File: src/hdl/qire_pkg.sv
// package of constants for the four-line io read engine
package qire_pkg;
	localparam logic [7:0] OPC_READ       = 8'hEB; // four-line io read
	localparam logic [7:0] OPC_READ_WIDE  = 8'hEC; // four-line io read, wide address
	localparam logic [3:0] MODE_CONTINUE  = 4'hA;  // upper nibble keeping continuous mode
	localparam int         OPC_BITS       = 8;
	localparam int         MODE_CYCLES    = 2;
	localparam int         EXIT_MAX_CLKS  = 8;     // short frame length that forces exit
	localparam int         CFG_QUAD_BIT   = 1;     // four-line enable bit position
	localparam int         LAT_W          = 2;     // latency code width
	localparam int         BUF_DEPTH      = 2;
	typedef enum {
		QIRE_IDLE,
		QIRE_OPCODE,
		QIRE_ADDR,
		QIRE_MODE,
		QIRE_DUMMY,
		QIRE_DATA,
		QIRE_IGNORE
	} qire_state_e;
endpackage : qire_pkg

File: src/hdl/qire_engine.sv
// four-line io read engine: serial command decode, address, mode, latency and nibble output
// Overview of operation
// - opcode EB takes three address bytes, or four when extended-address flag set
// - opcode EC always takes a four-byte address
// - address arrives four bits per serial clock on all data lines
// - opcode frames run only when configuration bit 1, four-line enable, is one
// - dummy cycles from latency code follow mode bits; data lines ignored then
// - dummy count identical in both latency tables, so no table select
// - data driven one nibble per clock, changing on falling clock edge
// - address increments per byte and wraps from top to zero
// - mode byte follows address and takes exactly two clocks
// - mode upper nibble A keeps continuous mode; next frame starts with address
// - mode lower nibble is ignored for the continuation decision
// - any other mode value leaves continuous mode at chip select rise
// - frame of eight clocks or fewer without valid opcode forces exit
`timescale 1ns/10ps
`default_nettype none
module qire_engine #(
	parameter int ADDR_W = 24,
	parameter int DATA_W = 8
) (
	input  wire logic              CORE_CLK_I,
	input  wire logic              RST_I,
	input  wire logic              SCK_I,
	input  wire logic              CS_N_I,
	input  wire logic [3:0]        IO_I,
	output logic [3:0]             IO_O,
	output logic [3:0]             IO_OE_O,
	input  wire logic              EXTENDED_ADDRESS_FLAG_I,
	input  wire logic [7:0]        CONFIGURATION_REGISTER_ONE_I,
	input  wire logic [3:0]        DUMMY_CYCLES_I,
	output logic                   EXECUTE_IN_PLACE_O,
	output logic                   BUSY_O,
	output logic                   RD_REQ_VALID_O,
	output logic [ADDR_W-1:0]      RD_REQ_ADDR_O,
	input  wire logic              RD_REQ_READY_I,
	input  wire logic              RD_DATA_VALID_I,
	input  wire logic [DATA_W-1:0] RD_DATA_I,
	output logic                   RD_DATA_READY_O
);
	// two-flop synchronisers for the link pins; stage one feeds only stage two
	logic [5:0] sync1;
	logic [5:0] sync2;
	logic       sck_d;
	logic       cs_d;
	always_ff @(posedge CORE_CLK_I or posedge RST_I)
	begin
		if (RST_I)
		begin
			sync1 <= 6'h3F;
			sync2 <= 6'h3F;
			sck_d <= 1'b1;
			cs_d  <= 1'b1;
		end
		else
		begin
			sync1 <= {SCK_I, CS_N_I, IO_I};
			sync2 <= sync1;
			sck_d <= sync2[5];
			cs_d  <= sync2[4];
		end
	end
	logic       sck_s;
	logic       cs_n_s;
	logic [3:0] io_s;
	logic       sck_rise;
	logic       sck_fall;
	assign sck_s    = sync2[5];
	assign cs_n_s   = sync2[4];
	assign io_s     = sync2[3:0];
	assign sck_rise = sck_s & ~sck_d & ~cs_n_s;
	assign sck_fall = ~sck_s & sck_d & ~cs_n_s;
	// chip select edges found from the synchronised level and its one-cycle history
	logic cs_fall;
	logic cs_rise;
	assign cs_fall = cs_d & ~cs_n_s;
	assign cs_rise = ~cs_d & cs_n_s;
	qire_pkg::qire_state_e state;
	logic [7:0]            cnt;        // cycles in current phase
	logic [7:0]            clk_cnt;    // rising clocks in current frame
	logic [7:0]            opcode;
	logic [31:0]           addr;
	logic [7:0]            mode;
	logic                  execute_in_place;        // continuous mode active
	logic                  mode_keep;  // continuation seen in this frame
	logic [7:0]            addr_nibbles;
	logic                  quad_en;
	// quad enable gates the opcode decode; continuous frames bypass it
	assign quad_en = CONFIGURATION_REGISTER_ONE_I[qire_pkg::CFG_QUAD_BIT];
	// nibble count of the address phase for the decoded opcode
	function automatic logic [7:0] addr_len(input logic [7:0] op, input logic ext);
		if (op == qire_pkg::OPC_READ_WIDE)
			addr_len = 8'h08;
		else if (ext)
			addr_len = 8'h08;
		else
			addr_len = 8'h06;
	endfunction : addr_len
	// two-entry buffer between the array fetch and the nibble shifter
	logic [DATA_W-1:0] buf_mem [qire_pkg::BUF_DEPTH];
	logic              buf_wp;
	logic              buf_rp;
	logic [1:0]        buf_cnt;
	logic              buf_push;
	logic              buf_pop;
	logic [DATA_W-1:0] shift_byte;
	logic              nib_hi;     // high nibble goes out first
	logic              byte_loaded;
	assign RD_DATA_READY_O = (buf_cnt != 2'h2) & (state == qire_pkg::QIRE_DATA);
	assign buf_push        = RD_DATA_VALID_I & RD_DATA_READY_O;
	// pop when the shifter needs a fresh byte at a falling edge
	assign buf_pop = (buf_cnt != 2'h0) & (state == qire_pkg::QIRE_DATA)
		& sck_fall & (nib_hi | ~byte_loaded);
	always_ff @(posedge CORE_CLK_I or posedge RST_I)
	begin
		if (RST_I)
		begin
			buf_wp  <= 1'b0;
			buf_rp  <= 1'b0;
			buf_cnt <= 2'h0;
		end
		else if (cs_rise)
		begin
			buf_wp  <= 1'b0;
			buf_rp  <= 1'b0;
			buf_cnt <= 2'h0;
		end
		else
		begin
			if (buf_push)
			begin
				buf_mem[buf_wp] <= RD_DATA_I;
				buf_wp          <= ~buf_wp;
			end
			if (buf_pop)
				buf_rp <= ~buf_rp;
			buf_cnt <= buf_cnt + {1'b0, buf_push} - {1'b0, buf_pop};
		end
	end
	// array fetch requests: one per byte, address stepping with wrap
	logic fetch_pend;
	always_ff @(posedge CORE_CLK_I or posedge RST_I)
	begin
		if (RST_I)
		begin
			RD_REQ_VALID_O <= 1'b0;
			RD_REQ_ADDR_O  <= '0;
			fetch_pend     <= 1'b0;
		end
		else if (cs_rise)
		begin
			RD_REQ_VALID_O <= 1'b0;
			fetch_pend     <= 1'b0;
		end
		else if (state == qire_pkg::QIRE_MODE && sck_rise && cnt == 8'h01)
		begin
			RD_REQ_VALID_O <= 1'b1;
			RD_REQ_ADDR_O  <= addr[ADDR_W-1:0];
		end
		else if (RD_REQ_VALID_O && RD_REQ_READY_I)
		begin
			RD_REQ_VALID_O <= 1'b0;
			fetch_pend     <= 1'b1;
			RD_REQ_ADDR_O  <= RD_REQ_ADDR_O + 1'b1; // wraps naturally at top
		end
		else if (fetch_pend && buf_push && buf_cnt == 2'h0)
		begin
			RD_REQ_VALID_O <= 1'b1; // keep one byte in flight ahead of the shifter
			fetch_pend     <= 1'b0;
		end
		else if (fetch_pend && buf_pop)
		begin
			RD_REQ_VALID_O <= 1'b1;
			fetch_pend     <= 1'b0;
		end
	end
	// command sequencer, stepped on synchronised rising serial clock edges
	always_ff @(posedge CORE_CLK_I or posedge RST_I)
	begin
		if (RST_I)
		begin
			state        <= qire_pkg::QIRE_IDLE;
			cnt          <= 8'h00;
			opcode       <= 8'h00;
			addr         <= 32'h0000_0000;
			mode         <= 8'h00;
			addr_nibbles <= 8'h06;
		end
		else if (cs_rise)
			state <= qire_pkg::QIRE_IDLE;
		else if (cs_fall)
		begin
			cnt  <= 8'h00;
			addr <= 32'h0000_0000;
			if (execute_in_place)
			begin
				state        <= qire_pkg::QIRE_ADDR; // no opcode in continuous mode
				addr_nibbles <= addr_len(opcode, EXTENDED_ADDRESS_FLAG_I);
			end
			else
				state <= qire_pkg::QIRE_OPCODE;
		end
		else if (sck_rise)
		begin
			cnt <= cnt + 8'h01;
			case (state)
				qire_pkg::QIRE_OPCODE:
				begin
					opcode <= {opcode[6:0], io_s[0]};
					if (cnt == 8'(qire_pkg::OPC_BITS - 1))
					begin
						cnt <= 8'h00;
						if (quad_en && ({opcode[6:0], io_s[0]} == qire_pkg::OPC_READ
							|| {opcode[6:0], io_s[0]} == qire_pkg::OPC_READ_WIDE))
						begin
							state        <= qire_pkg::QIRE_ADDR;
							addr_nibbles <= addr_len({opcode[6:0], io_s[0]},
								EXTENDED_ADDRESS_FLAG_I);
						end
						else
							state <= qire_pkg::QIRE_IGNORE;
					end
				end
				qire_pkg::QIRE_ADDR:
				begin
					addr <= {addr[27:0], io_s};
					if (cnt == addr_nibbles - 8'h01)
					begin
						cnt   <= 8'h00;
						state <= qire_pkg::QIRE_MODE;
					end
				end
				qire_pkg::QIRE_MODE:
				begin
					mode <= {mode[3:0], io_s};
					if (cnt == 8'(qire_pkg::MODE_CYCLES - 1))
					begin
						cnt   <= 8'h00;
						state <= (DUMMY_CYCLES_I == 4'h0) ? qire_pkg::QIRE_DATA
							: qire_pkg::QIRE_DUMMY;
					end
				end
				qire_pkg::QIRE_DUMMY:
				begin
					// data lines not looked at here; one count serves both tables
					if (cnt == {4'h0, DUMMY_CYCLES_I} - 8'h01)
					begin
						cnt   <= 8'h00;
						state <= qire_pkg::QIRE_DATA;
					end
				end
				qire_pkg::QIRE_DATA,
				qire_pkg::QIRE_IDLE,
				qire_pkg::QIRE_IGNORE:
					cnt <= 8'h00;
				default:
					state <= qire_pkg::QIRE_IDLE;
			endcase
		end
	end
	// rising clocks counted per frame for the short-frame exit
	always_ff @(posedge CORE_CLK_I or posedge RST_I)
	begin
		if (RST_I)
			clk_cnt <= 8'h00;
		else if (cs_fall)
			clk_cnt <= 8'h00;
		else if (sck_rise && clk_cnt != 8'hFF)
			clk_cnt <= clk_cnt + 8'h01;
	end
	// continuation flag caught after both mode nibbles, lower nibble unused
	always_ff @(posedge CORE_CLK_I or posedge RST_I)
	begin
		if (RST_I)
			mode_keep <= 1'b0;
		else if (cs_fall)
			mode_keep <= 1'b0;
		else if (state == qire_pkg::QIRE_MODE && sck_rise
			&& cnt == 8'(qire_pkg::MODE_CYCLES - 1))
			mode_keep <= (mode[3:0] == qire_pkg::MODE_CONTINUE);
	end
	// continuous mode updated only at chip select rise; opcode frames never run with it set
	always_ff @(posedge CORE_CLK_I or posedge RST_I)
	begin
		if (RST_I)
			execute_in_place <= 1'b0;
		else if (cs_rise)
		begin
			if (state == qire_pkg::QIRE_DUMMY || state == qire_pkg::QIRE_DATA)
				execute_in_place <= mode_keep;
			else if (clk_cnt <= 8'(qire_pkg::EXIT_MAX_CLKS))
				execute_in_place <= 1'b0;
		end
	end
	assign EXECUTE_IN_PLACE_O = execute_in_place;
	// nibble shifter: output changes on falling serial clock, high nibble first
	always_ff @(posedge CORE_CLK_I or posedge RST_I)
	begin
		if (RST_I)
		begin
			IO_O        <= 4'h0;
			IO_OE_O     <= 4'h0;
			shift_byte  <= '0;
			nib_hi      <= 1'b1;
			byte_loaded <= 1'b0;
		end
		else if (state != qire_pkg::QIRE_DATA || cs_n_s)
		begin
			IO_OE_O     <= 4'h0; // released until the host has let go of the lines
			nib_hi      <= 1'b1;
			byte_loaded <= 1'b0;
		end
		else if (sck_fall)
		begin
			IO_OE_O <= 4'hF;
			if (nib_hi || !byte_loaded)
			begin
				// an empty buffer stalls on the last byte rather than glitching
				if (buf_pop)
					shift_byte <= buf_mem[buf_rp];
				IO_O        <= buf_pop ? buf_mem[buf_rp][DATA_W-1:DATA_W-4]
					: shift_byte[DATA_W-1:DATA_W-4];
				nib_hi      <= 1'b0;
				byte_loaded <= 1'b1;
			end
			else
			begin
				IO_O   <= shift_byte[3:0];
				nib_hi <= 1'b1;
			end
		end
	end
	assign BUSY_O = (state != qire_pkg::QIRE_IDLE);
endmodule : qire_engine
`default_nettype wire

File: config.mk
export PLATFORM = sky130hd
export DESIGN_NAME = qire_engine
export DESIGN_NICKNAME = d
export VERILOG_FILES = /design/src/hdl/qire_pkg.sv /design/src/hdl/qire_engine.sv
export SDC_FILE = /design/constraint.sdc
export NUM_CORES = 1
export LEC_CHECK = 0
export ABC_CLOCK_PERIOD_IN_PS = 4500
export BUFFER_PORTS_ARGS = -buffer_cell sky130_fd_sc_hd__buf_2
export CAP_MARGIN = 20
export CORE_ASPECT_RATIO = 0.7
export CORE_UTILIZATION = 38
export CTS_BUF_LIST = sky130_fd_sc_hd__clkbuf_16
export DETAILED_ROUTE_END_ITERATION = 10
export GPL_TIMING_DRIVEN = 0
export PLACE_DENSITY = 0.53
export SYNTH_ARGS = -nofsm -noshare
export SYNTH_HDL_FRONTEND = slang
export SYNTH_SLANG_ARGS = --single-unit
File: constraint.sdc
create_clock -name CORE_CLK_I -period 4.5 [get_ports CORE_CLK_I]
set_input_delay 0 -clock CORE_CLK_I [delete_from_list [all_inputs] [get_ports CORE_CLK_I]]
set_output_delay 0 -clock CORE_CLK_I [all_outputs]
set_load 0.05 [all_outputs]
==> metrics.log, run 1 <==
[metrics] reg2reg setup slack: about 1400 ps
[metrics] biggest cell delay along the critical path: between 800 and 900 ps
[metrics] arithmetic-cell share of the synthesized area counting full adders, half adders and majority gates: 0.0204
[metrics] Final Slew Violations: 0
[metrics] Total Negative Setup Slacks: 0 ps
[metrics] final worst setup slack: 1390 ps
[metrics] count of routing violations after the opening detailed-route iteration: just over 500
[metrics] DP Area: about 7400 um^2
[metrics] floorplan die area: ~18000 um^2
[metrics] grt ovf: 0
[metrics] min-delay worst type: in -> reg
[metrics] main flop type after synthesis: sky130_fd_sc_hd__dfrtp_1
[metrics] crit path launch type: register
[metrics] end of the critical path: RD_REQ_ADDR_O[2]
[metrics] final worst hold slack: about 77 ps
[metrics] IO Pins: 67
[metrics] die outline width: 161 um
[metrics] TritonCTS clock tree: yes
[metrics] critical path launch point: sync2[5]
[metrics] cells along the critical path: or3b_2 -> clkbuf_1 -> nor4_2 -> clkbuf_1 -> nor3b_1 -> a21oi_1 -> o21ai_1
[metrics] number of unique standard cell types used by synthesis: 66
[metrics] Area Growth Syn to Fin: 20.0%
[metrics] number of endpoints failing setup at the final stage: 0
[metrics] number of flops mapped to enable cells by yosys: 16
[metrics] sum of net half-perimeters after detailed placement: ~12000 um
[metrics] signal arrival time at the worst endpoint: between 3000 and 4000 ps
[metrics] type of the worst setup path: reg -> reg
[metrics] max-cap violations: 0
[metrics] leading cell type in the layout, fill and taps excluded: sky130_fd_sc_hd__dfrtp_1
[metrics] share of synthesized registers carrying an async set or reset: 0.881
[metrics] design area: 8100 um^2
[metrics] synth warn: 0
[metrics] share of synthesized cell area in and, or, nand and nor gates: 0.206
[metrics] CTS H-tree depth: 4
[metrics] headroom to the max-slew limit: 0.357
[metrics] worst reg2reg path startpoint: sync2[5]
[metrics] most used cells in the layout excluding fill and tap cells: 102 x sky130_fd_sc_hd__dfrtp_1, 64 x sky130_fd_sc_hd__nand2_1, 64 x sky130_fd_sc_hd__buf_2
[metrics] endpoint kind of the worst setup timing path: register
[metrics] RSZ-0062 raised after global routing: no
[metrics] pre-CTS setup slack: around 1400 ps
[metrics] final cell utilization of the core: 0.469
[metrics] antenna diode instance count: 0
[metrics] syn_nets: 706
[metrics] clock tree sinks: between 100 and 150
[metrics] worst-path cell with the longest stage delay: sky130_fd_sc_hd__nor4_2
[metrics] cells after synthesis: 664
[metrics] fraction of final layout cells with drive strength greater than 1: 0.202
[metrics] largest family of logic cells by synthesized area: simple AND/OR/NAND/NOR gates
[metrics] minimum clock period after layout: ~3100 ps
[metrics] Die Ht: between 100 and 150 um
[metrics] clk slew on worst S/H paths: approximately 60 ps
[metrics] Leakage Power: between 3 and 4 nW
[metrics] cell row count: 40
[metrics] largest net degree at the start of global routing: 67
[metrics] complex-gate fraction of the synthesized area: 0.146
[metrics] via count of the first global-routing pass: ~5000
[metrics] total number of nets in the final design: between 800 and 900
[metrics] status: finished clean
[metrics] Port Buf Inserts: about 60
[metrics] Period Utilization, post-route: 0.691
[metrics] final estimated routing congestion in global placement: around 0.86
[metrics] mean cell area of the mapped netlist: approximately 10 um^2
[metrics] peak fanout along the critical path: 10
[metrics] post-route clock skew: between 10 and 15 ps
[metrics] slew at the pin with the worst max-slew slack: just under 1000 ps
[metrics] CTS Buf Count: 17
[metrics] Routed Wire Length: approximately 17000 um
[metrics] cells taking the most area after synthesis: sky130_fd_sc_hd__dfrtp_1 38%, sky130_fd_sc_hd__edfxtp_1 7.1%, sky130_fd_sc_hd__dfstp_2 6.2%
[metrics] first-pass GRT wire length: between 20000 and 30000 um
[metrics] TritonRoute pass-1 iters: 5
[metrics] Longest Clk Path Bufs: 2
[metrics] Root Buffer Master: sky130_fd_sc_hd__clkbuf_16
[metrics] number of synthesized register bits: roughly 130
[metrics] Power per Cell Area: 425 nW/um^2
[metrics] reg2reg path depth: 7
[metrics] fraction of post-synthesis cell area in the top cell type by area: 0.378
[metrics] most frequent cell on the critical path: sky130_fd_sc_hd__clkbuf_1
[metrics] post-route ant nets: 0
[metrics] global-route usage over all layers: 0.193
[metrics] count of final hold-check violations: 0
[metrics] total via count after detailed routing: roughly 5400
[metrics] maximum achievable frequency: 0.321 GHz
[metrics] cell area after synthesis: slightly below 7000 um^2
[metrics] via count normalized by instance count: around 5.4
[metrics] post-synthesis mux area share: 0.0434
[metrics] clock insertion delay at the later pin of the skew report: around 430 ps
[metrics] detailed-route DRC error count: 0
[metrics] maximum ir drop on the vdd rail: about 250 uV
[metrics] capturing point of the worst reg2reg path: RD_REQ_ADDR_O[2]
[metrics] xor/xnor cell area share of the yosys netlist: 0.0321
[metrics] effective utilization at floorplan: 0.391
[metrics] number of antenna violations at the first check in global routing: 0
[metrics] core region area: between 15000 and 20000 um^2
[metrics] share of synthesized area occupied by flip-flops and latches: 0.511
[metrics] routed len/inst: 16.8 um
[metrics] post-synth top area cell: sky130_fd_sc_hd__dfrtp_1
[metrics] endpoint required time on the critical path: approximately 4800 ps
-- synthesized netlist by cell type (4+ instances only) --
cell                       count
sky130_fd_sc_hd__dfrtp_1     102
sky130_fd_sc_hd__nand2_1      64
sky130_fd_sc_hd__nor2_1       47
sky130_fd_sc_hd__o21ai_0      40
sky130_fd_sc_hd__a21oi_1      37
sky130_fd_sc_hd__nand2b_1     30
sky130_fd_sc_hd__nand3_1      26
sky130_fd_sc_hd__clkbuf_1     25
sky130_fd_sc_hd__mux2_2       18
sky130_fd_sc_hd__dfstp_2      16
sky130_fd_sc_hd__edfxtp_1     16
sky130_fd_sc_hd__nand4_1      16
sky130_fd_sc_hd__inv_1        15
sky130_fd_sc_hd__xnor2_1      13
sky130_fd_sc_hd__and3_1       11
sky130_fd_sc_hd__ha_1         11
sky130_fd_sc_hd__o31ai_1      11
sky130_fd_sc_hd__and2_1       10
sky130_fd_sc_hd__mux2i_1       9
sky130_fd_sc_hd__o311ai_0      9
sky130_fd_sc_hd__xor2_1        9
sky130_fd_sc_hd__nor3_1        8
sky130_fd_sc_hd__a31oi_1       7
sky130_fd_sc_hd__nor2b_1       7
sky130_fd_sc_hd__nor3b_1       7
sky130_fd_sc_hd__nor4_1        6
sky130_fd_sc_hd__and4_1        5
sky130_fd_sc_hd__buf_2         5
sky130_fd_sc_hd__buf_6         5
sky130_fd_sc_hd__nand3b_1      5
sky130_fd_sc_hd__o22ai_1       5
sky130_fd_sc_hd__or3b_2        5
sky130_fd_sc_hd__buf_1         4
sky130_fd_sc_hd__o21bai_1      4
sky130_fd_sc_hd__o41ai_1       4
-- sequential cells by signal, indices dropped and copies added (netlist names), 2 cells and up --
signal	count
sync2	6
opcode	8
addr_nibbles	2
addr	24
buf_mem	16
buf_cnt	2
IO_O	4
cnt	8
RD_REQ_ADDR_O	24
mode	4
state	3
sync1	6
shift_byte	8
clk_cnt	8
-- metal layers --
| metal | vias up | GRT usage | routed length (um) |
|---|---|---|---|
| met5 | - | 0 | 0 |
| met4 | 0 | 0.0635 | 184 |
| met3 | 17 | 0.0425 | 778 |
| met2 | 117 | 0.273 | 6860 |
| met1 | 2658 | 0.290 | 9040 |
| li1 | 2612 | - | - |
-- per-stage QoR --
| stage | std cells | power, mW |
|---|---|---|
| 5_1_grt | 1004 | 3.62 |
| 6_report | 1004 | 3.44 |
| 2_1_floorplan | 664 | 1.95 |
| 4_1_cts | 1004 | 3.47 |
| 3_5_place_dp | 955 | 2.15 |
| 3_3_place_gp | 954 | 2.12 |
-- layout make-up --
cell class	count	area, um^2
clock buffers	17	425
repair buffers	77	493
fillers	1617	9170
flip-flops and latches	134	3450
multi-input cells	472	3040
well taps	231	289
clock inverters	15	124
inverters	16	65.1
plain buffers	42	213
-- how the worst min path moves through the flow --
stage | cells after the start | from | to
floorplan | 0 | IO_I[0] | sync1[0]
global placement | 1 | IO_I[2] | sync1[2]
detailed placement | 1 | SCK_I | sync1[5]
CTS | 4 | RD_DATA_VALID_I | fetch_pend
global route | 4 | RD_DATA_VALID_I | fetch_pend
finish | 4 | RD_DATA_VALID_I | fetch_pend
-- critical path: cells and delay by family, from the launching register on --
kind                   cells  cell delay [ps]
AND/OR/NAND/NOR            3             1420
AO/OA/AOI/OAI              2              210
buffers and inverters      2              770
flip-flops                 1              560
-- kinds of logic after synthesis --
| group | Yosys count |
|---|---|
| simple gates | 260 |
| compound gates | 151 |
| flops | 134 |
| buf+inv | 58 |
| mux | 27 |
| xor+xnor | 23 |
| fa+ha+maj | 11 |
-- what timing repair did --
item	in CTS	in global routing
hold buffers	17	0
gates resized for setup	0	0
hold endpoints to repair	70	0
buffers inserted	0	0
endpoints found under the setup margin	0	0
-- report_power, final --
group | total (mW) | switching, mW | internal [mW]
Sequential | 1.52 | 0.144 | 1.38
Clock | 1.30 | 0.585 | 0.717
Combinational | 0.622 | 0.394 | 0.229
(Power assumes the default switching activity.)
==> inputs of run 2 (changes only) <==
ABC_CLOCK_PERIOD_IN_PS = 3000   (was 4500)
clock period = 3 ns   (was 4.5 ns; I/O delays follow)
==> metrics.log, run 2 (synthesis results as in run 1) <==
[metrics] status: finished clean
[metrics] sum of net half-perimeters after detailed placement: 12200 um
[metrics] clock insertion delay at the later pin of the skew report: ~420 ps
[metrics] count of final hold-check violations: 0
[metrics] final estimated routing congestion in global placement: approximately 0.85
[metrics] number of endpoints failing setup at the final stage: 0
[metrics] Final Slew Violations: 0
[metrics] via count of the first global-routing pass: 5284
[metrics] final worst setup slack: between 100 and 150 ps
[metrics] Power per Cell Area: 635 nW/um^2
[metrics] fraction of final layout cells with drive strength greater than 1: 0.205
[metrics] count of routing violations after the opening detailed-route iteration: 554
[metrics] first-pass GRT wire length: between 20000 and 30000 um
[metrics] crit path launch type: register
[metrics] post-route ant nets: 0
[metrics] net switching power figure: 1.64 mW
[metrics] Leakage Power: about 3.5 nW
[metrics] endpoint kind of the worst setup timing path: register
[metrics] Root Buffer Master: sky130_fd_sc_hd__clkbuf_16
[metrics] number of placed instances, taps included: between 900 and 1000
[metrics] Area Growth Syn to Fin: 21.1%
[metrics] signal arrival time at the worst endpoint: 3170 ps
[metrics] maximum achievable frequency: roughly 0.35 GHz
[metrics] Routed Wire Length: 17100 um
[metrics] peak fanout along the critical path: 10
[metrics] IO Pins: 67
[metrics] power after layout: roughly 5.2 mW
[metrics] CTS Buf Count: 17
[metrics] floorplan die area: about 18000 um^2
[metrics] slew at the pin with the worst max-slew slack: 791 ps
[metrics] biggest registers after layout: RD_REQ_ADDR_O: 24 flops, addr: 24 flops, buf_mem: 16 flops
[metrics] clock tree sinks: approximately 130
[metrics] effective utilization at floorplan: 0.391
[metrics] leading cell type in the layout, fill and taps excluded: sky130_fd_sc_hd__dfrtp_1
[metrics] type of the worst setup path: reg -> reg
[metrics] register area: roughly 3500 um^2
[metrics] RSZ-0062 raised after global routing: no
[metrics] min-delay worst type: in -> reg
[metrics] Period Utilization, post-route: 0.956
[metrics] share of total power consumed by net switching: 0.317
[metrics] TritonCTS clock tree: yes
[metrics] headroom to the max-slew limit: 0.469
[metrics] number of filler cells placed in the layout: 1633
[metrics] endpoint required time on the critical path: around 3300 ps
[metrics] routed len/inst: between 15 and 20 um
[metrics] clock group share of total power: 0.379
[metrics] TritonRoute pass-1 iters: 5
[metrics] total number of nets in the final design: roughly 800
[metrics] via count normalized by instance count: 5.42
[metrics] die outline width: about 160 um
[metrics] detailed-route DRC error count: 0
[metrics] maximum ir drop on the vdd rail: 337 uV
[metrics] antenna diode instance count: 0
[metrics] max-cap violations: 0
[metrics] grt ovf: 0
[metrics] final std cells w/o fill: around 1000
[metrics] minimum clock period after layout: 2870 ps
[metrics] reg2reg setup slack: about 130 ps
[metrics] total via count after detailed routing: 5449
[metrics] most used cells in the layout excluding fill and tap cells: 102 x sky130_fd_sc_hd__dfrtp_1, 64 x sky130_fd_sc_hd__nand2_1, 63 x sky130_fd_sc_hd__buf_2
[metrics] Combinational Power Share: 0.182
[metrics] core region area: around 17000 um^2
[metrics] setup repair bufs after CTS: 0
[metrics] post-route clock skew: 10.1 ps
[metrics] Port Buf Inserts: 59
[metrics] Flop pwr share: 0.439
[metrics] number of antenna violations at the first check in global routing: 0
[metrics] Longest Clk Path Bufs: 2
[metrics] pre-CTS setup slack: -71.6 ps
[metrics] global-route usage over all layers: 0.199
[metrics] CTS H-tree depth: 4
[metrics] multi-input combinational cell area: roughly 3100 um^2
[metrics] largest net degree at the start of global routing: 41
[metrics] cell row count: 40
[metrics] cell internal power dissipation: ~3.6 mW
[metrics] clk slew on worst S/H paths: ~60 ps
[metrics] Die Ht: 114 um
==> run 2: cell types whose count changed in the layout (fill, tap and decap cells not counted), sizes merged <==
cell / change
buf: +1
bufinv: +1
clkinv: -1
inv: -3
clkbuf: +1
clkinvlp: +3
==> run 2: what timing repair did <==
item / in CTS / in global routing
hold endpoints to repair: 42 / 0
gates resized for setup: 2 / 7
gates cloned: 0 / 0
setup endpoints to repair: 5 / 19
hold buffers: 17 / 0
==> run 2: power groups by stage <==
stage               clock, mW  sequential [mW]  combinational [mW]
floorplan                   0             2.31               0.618
detailed placement          0             2.31               0.922
global route             2.11             2.31                1.06
finish                   1.97             2.28               0.948
global placement            0             2.30               0.879
CTS                      2.02             2.27               0.947
==> run 2: metal layers <==
layer	track usage	wire length (um)	up-vias	part of all wire
met3	0.0440	787	10	0.046
met5	0	0	-	0
met2	0.289	7400	137	0.43
li1	-	-	2606	-
met1	0.295	8750	2696	0.51
met4	0.0610	137	0	0.0080
==> run 2: area by class of cell <==
type                            count  share of cell area
Buffer                             42              0.0266
Multi-Input combinational cell    472               0.376
Tap cell                          231              0.0353
Timing Repair Buffer               79              0.0643
Sequential cell                   134               0.422
Inverter                           16             0.00780
Clock buffer                       17              0.0520
Clock inverter                     15              0.0158
==> run 2: path summary, 6_finish.rpt <==
path	from	to	cells past startpoint
max	sync2[5]	RD_REQ_ADDR_O[4]	7
max in group asynchronous	RST_I	addr[14]	6
min reg2reg	sync1[5]	sync2[5]	0
min in group asynchronous	RST_I	clk_cnt[4]	3
max reg2reg	sync2[5]	RD_REQ_ADDR_O[4]	7
min	RD_DATA_VALID_I	fetch_pend	4
==> run 2: through the flow <==
stage          setup TNS, ps  hold WS (ps)  utilization  instance area, um^2
6_report                   0          82.7        0.474                 8180
5_1_grt                    0           124        0.474                 8180
4_1_cts                    0          73.3        0.472                 8150
3_5_place_dp            -150           106        0.429                 7410
3_3_place_gp           -5790           106        0.425                 7340
2_1_floorplan              0          4.48            -                 6760
==> run 2: critical path: stages, from the launching register on <==
cell and delay (ps):
sky130_fd_sc_hd__dfstp_2 560, sky130_fd_sc_hd__or3b_2 450, sky130_fd_sc_hd__clkbuf_1 260, sky130_fd_sc_hd__or4_4 590
sky130_fd_sc_hd__buf_6 150, sky130_fd_sc_hd__o21ai_4 290, sky130_fd_sc_hd__clkbuf_4 330, sky130_fd_sc_hd__a21oi_1 100
